File: src/ner_consts.svh
/*
  Offsets, field positions and reset values of the NAND ECC error report block.
  Assumes byte addresses on an 8-bit register port with 32-bit words.
*/
`ifndef NER_CONSTS_SVH
`define NER_CONSTS_SVH
`define NER_OFF_MODE 8'h00
`define NER_OFF_STATUS 8'h04
`define NER_OFF_LOCATOR 8'h08
`define NER_OFF_CODE 8'h0C
`define NER_OFF_IRQ_STAT 8'h10
`define NER_OFF_IRQ_MASK 8'h14
`define NER_OFF_POS_BASE 8'h20
`define NER_OFF_POS_LAST 8'h3C
`define NER_GRAN_LSB 4
`define NER_GRP_W 4
`define NER_GRP_REC 0
`define NER_GRP_CHK 1
`define NER_GRP_MUL 2
`define NER_RSVD_MASK 32'h88888888
`define NER_MUL_MASK 32'h44444444
`define NER_LOC_W 16
`define NER_CODE_W 16
`define NER_GRAN_RST 2'h0
`define NER_IRQ_W 4
`define NER_IRQ_DONE 0
`define NER_IRQ_REC 1
`define NER_IRQ_MUL 2
`define NER_IRQ_CHK 3
`endif

File: src/ner_pkg.sv
/*
  Types of the NAND ECC error report block.
  Assumes the check engine on the same clock delivers one result per code.
*/
package ner_pkg;
  typedef enum logic [1:0] {
    NER_GRAN_PAGE = 2'h0,
    NER_GRAN_256 = 2'h1,
    NER_GRAN_512 = 2'h2
  } ner_gran_t;
  typedef enum logic [3:0] {
    NER_K_NONE = 4'h1,
    NER_K_DATA = 4'h2,
    NER_K_CHK = 4'h4,
    NER_K_MULTI = 4'h8
  } ner_kind_t;
  typedef enum logic [1:0] {
    NER_S_IDLE = 2'h1,
    NER_S_COLLECT = 2'h2
  } ner_state_t;
  typedef struct packed {
    logic valid;
    logic [3:0] seg;
    ner_kind_t kind;
    logic [11:0] word;
    logic [3:0] bit_ofs;
    logic [31:0] pos;
    logic [15:0] code;
  } ner_result_t;
endpackage : ner_pkg

File: src/ner_top.sv
/*
  NAND ECC error report: collects check results of one page read in a shadow
  set and publishes status, locator and code registers at page end.
  Assumes a check engine on i_ref_clk that brackets each page read with
  start and end pulses and gives one classified result per code.
*/
`timescale 1ns/1ns
`include "ner_consts.svh"
module ner_top import ner_pkg::*; #(
  parameter int SEGS = 8,
  parameter int POS_W = 24
) (
  // Clock and reset
  input wire logic i_ref_clk,
  input wire logic i_arst_n,
  // Register port
  input wire logic [7:0] i_addr,
  input wire logic [31:0] i_wdata,
  input wire logic i_wr,
  input wire logic i_rd,
  output logic [31:0] o_rdata,
  // Check engine
  input wire logic i_page_start,
  input wire logic i_page_end,
  input wire ner_result_t i_res,
  // Interrupt
  output logic o_irq
);
  if (SEGS != 8 || POS_W != 24) begin : g_chk
    $error("ner_top serves eight upper segments with 24-bit positions only");
  end

  ner_state_t state_reg, state_next;
  ner_gran_t gran_reg, gran_next;
  logic [31:0] shd_stat_reg, shd_stat_next;
  logic [31:0] shd_loc_reg, shd_loc_next;
  logic [31:0] shd_code_reg, shd_code_next;
  logic [POS_W-1:0] shd_pos_reg [SEGS];
  logic [POS_W-1:0] shd_pos_next [SEGS];
  logic [31:0] stat_reg, stat_next;
  logic [31:0] loc_reg, loc_next;
  logic [31:0] code_reg, code_next;
  logic [POS_W-1:0] pos_reg [SEGS];
  logic [POS_W-1:0] pos_next [SEGS];
  logic [`NER_IRQ_W-1:0] irq_stat_reg, irq_stat_next;
  logic [`NER_IRQ_W-1:0] irq_mask_reg, irq_mask_next;
  logic [`NER_IRQ_W-1:0] evt;
  // Whole-page errors have no status bits, so these carry them to the interrupt
  logic [`NER_IRQ_W-1:0] shd_evt_reg, shd_evt_next;
  logic [31:0] rdata_reg, rdata_next;
  logic irq_reg, irq_next;
  logic take, commit, seg_hit, page_hit;
  logic [2:0] idx;
  logic [4:0] grp;

  assign take = (state_reg == NER_S_COLLECT) && i_res.valid && !i_page_start;
  assign commit = (state_reg == NER_S_COLLECT) && i_page_end && !i_page_start;
  assign seg_hit = take && (gran_reg == NER_GRAN_256) && i_res.seg[3];
  assign page_hit = take && (gran_reg == NER_GRAN_PAGE);
  assign idx = i_res.seg[2:0];
  assign grp = {idx, 2'b00};

  // Shadow collection and page commit
  always_comb begin
    state_next = state_reg;
    shd_stat_next = shd_stat_reg;
    shd_loc_next = shd_loc_reg;
    shd_code_next = shd_code_reg;
    shd_pos_next = shd_pos_reg;
    stat_next = stat_reg;
    loc_next = loc_reg;
    code_next = code_reg;
    pos_next = pos_reg;
    shd_evt_next = shd_evt_reg;
    evt = '0;
    if (i_page_start) begin
      state_next = NER_S_COLLECT;
      shd_stat_next = '0;
      shd_loc_next = '0;
      shd_code_next = '0;
      shd_evt_next = '0;
      for (int i = 0; i < SEGS; i++) begin
        shd_pos_next[i] = '0;
      end
    end
    if (seg_hit) begin
      case (i_res.kind)
        NER_K_DATA: begin
          shd_stat_next[grp + `NER_GRP_REC] = 1'b1;
        end
        NER_K_CHK: begin
          shd_stat_next[grp + `NER_GRP_CHK] = 1'b1;
          shd_pos_next[idx] = i_res.pos[POS_W-1:0];
        end
        NER_K_MULTI: begin
          shd_stat_next[grp + `NER_GRP_REC] = 1'b1;
          shd_stat_next[grp + `NER_GRP_MUL] = 1'b1;
        end
        default: begin
        end
      endcase
    end
    if (page_hit) begin
      shd_code_next = {16'h0000, i_res.code};
      case (i_res.kind)
        NER_K_DATA: begin
          shd_loc_next = {16'h0000, i_res.word, i_res.bit_ofs};
          shd_evt_next[`NER_IRQ_REC] = 1'b1;
        end
        NER_K_CHK: begin
          shd_loc_next = {16'h0000, i_res.pos[15:0]};
          shd_code_next = {16'h0000, i_res.pos[31:16]};
          shd_evt_next[`NER_IRQ_REC] = 1'b1;
          shd_evt_next[`NER_IRQ_CHK] = 1'b1;
        end
        NER_K_MULTI: begin
          // Locator left as is: meaningless after multiple errors
          shd_evt_next[`NER_IRQ_REC] = 1'b1;
          shd_evt_next[`NER_IRQ_MUL] = 1'b1;
        end
        default: begin
        end
      endcase
    end
    if (commit) begin
      state_next = NER_S_IDLE;
      stat_next = (gran_reg == NER_GRAN_256) ? (shd_stat_reg & ~`NER_RSVD_MASK) : '0;
      loc_next = shd_loc_reg;
      code_next = shd_code_reg;
      pos_next = shd_pos_reg;
      evt[`NER_IRQ_DONE] = 1'b1;
      evt[`NER_IRQ_REC] = |stat_next || shd_evt_reg[`NER_IRQ_REC];
      evt[`NER_IRQ_MUL] = |(stat_next & `NER_MUL_MASK) || shd_evt_reg[`NER_IRQ_MUL];
      evt[`NER_IRQ_CHK] = |(stat_next & (`NER_MUL_MASK >> 1)) || shd_evt_reg[`NER_IRQ_CHK];
    end
  end

  always_ff @(posedge i_ref_clk or negedge i_arst_n) begin
    if (!i_arst_n) begin
      state_reg <= NER_S_IDLE;
      shd_stat_reg <= '0;
      shd_loc_reg <= '0;
      shd_code_reg <= '0;
      shd_evt_reg <= '0;
      stat_reg <= '0;
      loc_reg <= '0;
      code_reg <= '0;
      for (int i = 0; i < SEGS; i++) begin
        shd_pos_reg[i] <= '0;
        pos_reg[i] <= '0;
      end
    end else begin
      state_reg <= state_next;
      shd_stat_reg <= shd_stat_next;
      shd_loc_reg <= shd_loc_next;
      shd_code_reg <= shd_code_next;
      shd_evt_reg <= shd_evt_next;
      stat_reg <= stat_next;
      loc_reg <= loc_next;
      code_reg <= code_next;
      shd_pos_reg <= shd_pos_next;
      pos_reg <= pos_next;
    end
  end

  // Register port, interrupt and read data
  always_comb begin
    gran_next = gran_reg;
    irq_mask_next = irq_mask_reg;
    irq_stat_next = irq_stat_reg;
    rdata_next = '0;
    if (i_wr && i_addr == `NER_OFF_MODE) begin
      if (i_wdata[`NER_GRAN_LSB +: 2] != 2'h3) begin
        gran_next = ner_gran_t'(i_wdata[`NER_GRAN_LSB +: 2]);
      end
    end else if (i_wr && i_addr == `NER_OFF_IRQ_MASK) begin
      irq_mask_next = i_wdata[`NER_IRQ_W-1:0];
    end else if (i_wr && i_addr == `NER_OFF_IRQ_STAT) begin
      irq_stat_next = irq_stat_reg & ~i_wdata[`NER_IRQ_W-1:0];
    end
    // Set wins over a clear in the same cycle
    irq_stat_next = irq_stat_next | evt;
    irq_next = |(irq_stat_next & irq_mask_next);
    if (i_rd) begin
      if (i_addr == `NER_OFF_MODE) begin
        rdata_next[`NER_GRAN_LSB +: 2] = gran_reg;
      end else if (i_addr == `NER_OFF_STATUS) begin
        rdata_next = stat_reg;
      end else if (i_addr == `NER_OFF_LOCATOR) begin
        rdata_next = loc_reg;
      end else if (i_addr == `NER_OFF_CODE) begin
        rdata_next = code_reg;
      end else if (i_addr == `NER_OFF_IRQ_STAT) begin
        rdata_next[`NER_IRQ_W-1:0] = irq_stat_reg;
      end else if (i_addr == `NER_OFF_IRQ_MASK) begin
        rdata_next[`NER_IRQ_W-1:0] = irq_mask_reg;
      end else if (i_addr >= `NER_OFF_POS_BASE && i_addr <= `NER_OFF_POS_LAST && i_addr[1:0] == 2'b00) begin
        rdata_next[POS_W-1:0] = pos_reg[i_addr[4:2]];
      end
    end
  end

  always_ff @(posedge i_ref_clk or negedge i_arst_n) begin
    if (!i_arst_n) begin
      gran_reg <= ner_gran_t'(`NER_GRAN_RST);
      irq_mask_reg <= '0;
      irq_stat_reg <= '0;
      rdata_reg <= '0;
      irq_reg <= 1'b0;
    end else begin
      gran_reg <= gran_next;
      irq_mask_reg <= irq_mask_next;
      irq_stat_reg <= irq_stat_next;
      rdata_reg <= rdata_next;
      irq_reg <= irq_next;
    end
  end

  assign o_rdata = rdata_reg;
  assign o_irq = irq_reg;

  // Checks; helper flop keeps the status group offset of the previous cycle's result
  logic [4:0] hit_grp_reg;
  always_ff @(posedge i_ref_clk or negedge i_arst_n) begin
    if (!i_arst_n) begin
      hit_grp_reg <= '0;
    end else begin
      hit_grp_reg <= grp;
    end
  end
endmodule : ner_top

File: config.mk
export PLATFORM = sky130hd
export DESIGN_NAME = ner_top
export DESIGN_NICKNAME = d
export VERILOG_FILES = /design/src/ner_pkg.sv /design/src/ner_top.sv
export VERILOG_INCLUDE_DIRS = /design/src
export SDC_FILE = /design/constraint.sdc
export NUM_CORES = 1
export LEC_CHECK = 0
export ABC_AREA = 1
export BUFFER_PORTS_ARGS = -buffer_cell sky130_fd_sc_hd__buf_2
export CAP_MARGIN = 20
export CORE_MARGIN = 5
export CORE_UTILIZATION = 56
export DETAILED_ROUTE_END_ITERATION = 6
export HOLD_SLACK_MARGIN = 0.06
export PLACE_DENSITY = 0.74
export SLEW_MARGIN = 20
export SYNTH_ARGS = -nofsm -noshare
export SYNTH_HDL_FRONTEND = slang
export SYNTH_SLANG_ARGS = --single-unit
File: constraint.sdc
create_clock -name i_ref_clk -period 2 [get_ports i_ref_clk]
set_clock_uncertainty 0.2 [all_clocks]
set_input_delay 0.3 -clock i_ref_clk [delete_from_list [all_inputs] [get_ports i_ref_clk]]
set_output_delay 0.3 -clock i_ref_clk [all_outputs]
set_load 0.01 [all_outputs]
==> results.md <==
Outcome:
- The run finished, with violations left.
- The final reports fail on negative setup slack.

STA:
- The post-route minimum period is ~2100 ps.
- The total count of max-transition violations in the final report is 0.
- The minimum setup slack in the final design is -83.8 ps.
- For the pin with the worst max-slew slack, the measured transition is ~610 ps.
- Timing would allow up to roughly 480 MHz.
- Setup violations remaining at the end of the flow were counted as 40.
- The count of final hold-check violations is 0.
- Setup repair after global routing could not meet its margin everywhere.
- The worst path uses 104% of the clock period.
- The worst slew slack as a fraction of its limit is 59.2%.

Drt:
- The amount of wire on met3 after detailed routing is 7050 µm.
- The met1 wire length is 30800 µm.
- The routed length on met2 is 36700 µm.
- Before antenna repair, the detailed router went through 6 iterations.
- The first routing iteration left 2820 violations.
- After detailed routing, the number of remaining DRC violations is 0.
- The post-detailed-route count of antenna-violating nets is 0.
- The highest routing layer actually used is met5.
- The mean number of vias per cell is roughly 6.
- In the final routed layout, each cell accounts on average for 21.4 µm.
- Summing over every cut layer, the via total after detailed routing is about 22000.
- The wire length reported by the detailed router is 79100 µm.

Global route:
- Entering global routing, the biggest net connects 125 pins.
- The initial antenna violation count is 3.
- The wire length of the first global-routing pass is 121000 µm.
- Global routing finished with a remaining overflow of 0.
- The via count of the first global-routing pass is 21493.
- The overall track demand over capacity in global routing is 32.7%.

Setup path:
- The critical path goes through inv_2, nor2_4, nand3_2, buf_6, nor3_4, buf_6, buf_6, nand2_4, nand3_4, clkbuf_16, o21ai_2.
- On the worst path, the slowest cell contributes a delay of 370 ps.
- In this run the worst path has a maximum fanout of 6.
- For this design, the slowest cell found on the critical path is sky130_fd_sc_hd__dfrtp_1.
- The cell repeated most along the worst path is sky130_fd_sc_hd__buf_6.
- The category of the worst setup path capture point is a flip-flop.
- STA classifies the critical path startpoint as a flip-flop.
- For the worst setup path, the data arrival time is roughly 2400 ps.
- The required arrival time at the worst endpoint is ~2300 ps.
- The start-to-end type of the worst setup path is flip-flop to flip-flop.

Die:
- The floorplan step set the die height to 217 µm.
- The row count is 76.
- The floorplan core area is 42800 µm².
- During I/O placement, the number of pins put on the boundary was around 150.
- The die is 217 µm wide.
- The initial utilization of the core area, before any placement, comes to 56.3%.
- The floorplan die area is 47300 µm².

Placement:
- At the end of routability-driven placement, the weighted congestion stood at between 0.9 and 1.
- The post-placement setup slack is -185 ps.
- The number of port buffers is approximately 130.
- The cell area after placement is 27000 µm².
- Once detailed placement completed, the half-perimeter wirelength came to 50400 µm.

Cells and area:
- The final core area utilization is 70.9%.
- Of the cells placed in the final design, the portion with a size suffix greater than 1 is 17.5%.
- The final standard cell area without fillers is 30300 µm².
- The post-synthesis to final-layout area growth is 25.8%.
- The number of nets in the layout is around 3200.

Synth:
- The count of unique library cells instantiated by Yosys is 38.
- Dividing the synthesized area by the synthesized cell count gives 8.73 µm².
- Synthesis produced 2762 cells.
- The share of the Yosys chip area taken by registers is 59.8%.
- The cell area after synthesis is approximately 24000 µm².
- The number of synthesized register bits is 576.
- The share of synthesized area in the top cell type comes to 59.7%.
- After synthesis, the cell types taking the most area are sky130_fd_sc_hd__dfrtp_1 60%, sky130_fd_sc_hd__nand2_1 12%, sky130_fd_sc_hd__o21ai_0 6.9%.
- The count of warnings emitted by yosys is 0.
- The biggest area contributor in the post-synthesis netlist is sky130_fd_sc_hd__dfrtp_1.
- The number of nets in the synthesized netlist is 2881.

Power and ir drop:
- For this design the ratio of total power to cell area is 845 nW/µm².
- In this run the static leakage power is 15.2 nW.
- Total power for the finished layout comes to 25.6 mW.
- Across the VDD grid, the largest voltage drop is 0.000764 V.

CTS:
- The clock network latency to the later pin of the worst-skew pair is roughly 620 ps.
- Clock tree synthesis found a total of around 580 sinks.
- After clock tree synthesis, the clock-pin slew on the worst setup and hold paths is 60 ps.
- The H-tree depth reported by CTS is 2.
- The number of clock buffers added by TritonCTS is 58.
- Clock tree synthesis selected as its root buffer the cell sky130_fd_sc_hd__clkbuf_16.
- TritonCTS built the clock tree.
- The maximum root-to-sink buffer count is 3.

Flow run:
- Max-cap violations in this run came to 0.

Min path:
- The class of the worst hold path is primary input to flip-flop.
[cells in the mapped netlist]
cell	instances
sky130_fd_sc_hd__a22oi_1	2
sky130_fd_sc_hd__nand3_4	1
sky130_fd_sc_hd__o31ai_1	23
sky130_fd_sc_hd__o211ai_1	9
sky130_fd_sc_hd__nor2_1	183
sky130_fd_sc_hd__buf_2	43
sky130_fd_sc_hd__nand2_1	799
sky130_fd_sc_hd__a21oi_1	52
sky130_fd_sc_hd__buf_6	5
sky130_fd_sc_hd__nor2_2	5
sky130_fd_sc_hd__o22ai_1	20
sky130_fd_sc_hd__o21ai_1	59
sky130_fd_sc_hd__inv_2	19
sky130_fd_sc_hd__dfrtp_1	575
sky130_fd_sc_hd__nand4_1	11
sky130_fd_sc_hd__dfstp_2	1
sky130_fd_sc_hd__or2_0	6
sky130_fd_sc_hd__nand3b_1	2
sky130_fd_sc_hd__a31oi_1	29
sky130_fd_sc_hd__o21ai_0	332
sky130_fd_sc_hd__nor3_2	3
sky130_fd_sc_hd__nand3_1	229
sky130_fd_sc_hd__or2_2	15
sky130_fd_sc_hd__nor4_2	1
sky130_fd_sc_hd__nor3_1	9
sky130_fd_sc_hd__a21o_1	4
sky130_fd_sc_hd__clkinv_1	1
sky130_fd_sc_hd__nand2_2	5
sky130_fd_sc_hd__clkbuf_1	103
sky130_fd_sc_hd__buf_4	1
sky130_fd_sc_hd__a32o_1	1
sky130_fd_sc_hd__buf_1	19
sky130_fd_sc_hd__nor2_8	1
sky130_fd_sc_hd__o221ai_1	8
sky130_fd_sc_hd__nand3_2	1
sky130_fd_sc_hd__o32ai_1	2
sky130_fd_sc_hd__o2111ai_1	7
sky130_fd_sc_hd__inv_1	176
[worst max-delay path, delay by kind of cell (launching register included)]
family | cells | cell delay (ps)
AO/OA/AOI/OAI | 1 | 50
buffers and inverters | 5 | 700
AND/OR/NAND/NOR | 5 | 640
flip-flops | 1 | 370
[metrics by stage]
stage / hold slack (ps) / setup TNS, ps / std cells
floorplan: -196 / 0 / 2762
global placement: 14.4 / -8350 / 3480
detailed placement: 17.9 / -12030 / 3480
CTS: 60.7 / 0 / 3673
global route: 96.0 / -12190 / 3687
finish: 88.2 / -1860 / 3688
[cell families (layout without fill, tap and decap cells)]
kind of cell           count (synthesis)  in the layout  share of synthesized area [%]
and+or+nand+nor                     1271           1271                           21.8
DFF                                  576            576                           59.8
AOI/OAI and AO/OA                    548            548                           12.3
buffers and inverters                367            746                           6.11
other                                  0              1                              0
[power breakdown]
group | switching, mW | internal [mW]
clock | 4.68 | 6.86
sequential | 0.105 | 11.8
combinational | 1.40 | 0.782
[layout by cell type, fill, tap and decap left out, types with 29 or more instances in the layout]
cell type / count
sky130_fd_sc_hd__o21ai_0: 313
sky130_fd_sc_hd__inv_1: 174
sky130_fd_sc_hd__clkbuf_16: 65
sky130_fd_sc_hd__buf_4: 161
sky130_fd_sc_hd__dfrtp_1: 575
sky130_fd_sc_hd__buf_12: 52
sky130_fd_sc_hd__nand3_1: 225
sky130_fd_sc_hd__nand2_1: 793
sky130_fd_sc_hd__nor2_1: 174
sky130_fd_sc_hd__o21ai_1: 64
sky130_fd_sc_hd__a31oi_1: 29
sky130_fd_sc_hd__dlygate4sd3_1: 83
sky130_fd_sc_hd__buf_2: 125
sky130_fd_sc_hd__a21oi_1: 52
[per-layer routing]
| layer | up-vias | global-route usage [%] |
|---|---|---|
| li1 | 9652 | - |
| met1 | 10646 | 44.4 |
| met2 | 1264 | 51.6 |
| met3 | 261 | 5.53 |
| met4 | 2 | 16.5 |
| met5 | - | 0 |
[final timing paths]
kind | from | endpoint | slack (ps) | cells after the start
max | state_reg[1] | shd_loc_reg[5] | -80 | 11
min | i_res[70] | shd_stat_reg[24] | 90 | 6
max reg2reg | state_reg[1] | shd_loc_reg[5] | -80 | 11
min reg2reg | pos_reg[112] | pos_reg[112] | 260 | 2
max in group asynchronous | i_arst_n | shd_code_reg[9] | 350 | 5
min in group asynchronous | i_arst_n | pos_reg[20] | 520 | 3
[final cells by class]
| class | count | area, µm² |
|---|---|---|
| timing repair buffer | 441 | 3990 |
| clock buffer | 86 | 1800 |
| multi-input combinational | 1819 | 8420 |
| antenna | 1 | 2.50 |
| sequential | 576 | 14400 |
| inverter | 196 | 751 |
| fill | 3073 | 12500 |
| clock inverter | 23 | 250 |
| tap | 546 | 683 |
[what timing repair did]
item                                    4_1_cts  5_1_grt
gates resized for setup                       1       82
setup buffers                                 1        8
endpoints found under the setup margin       14      128
hold buffers                                 83        0
hold endpoints to repair                    795        0
pin swaps                                     0        7
cloned                                        0        6
Power figures use the tool's default switching activity.
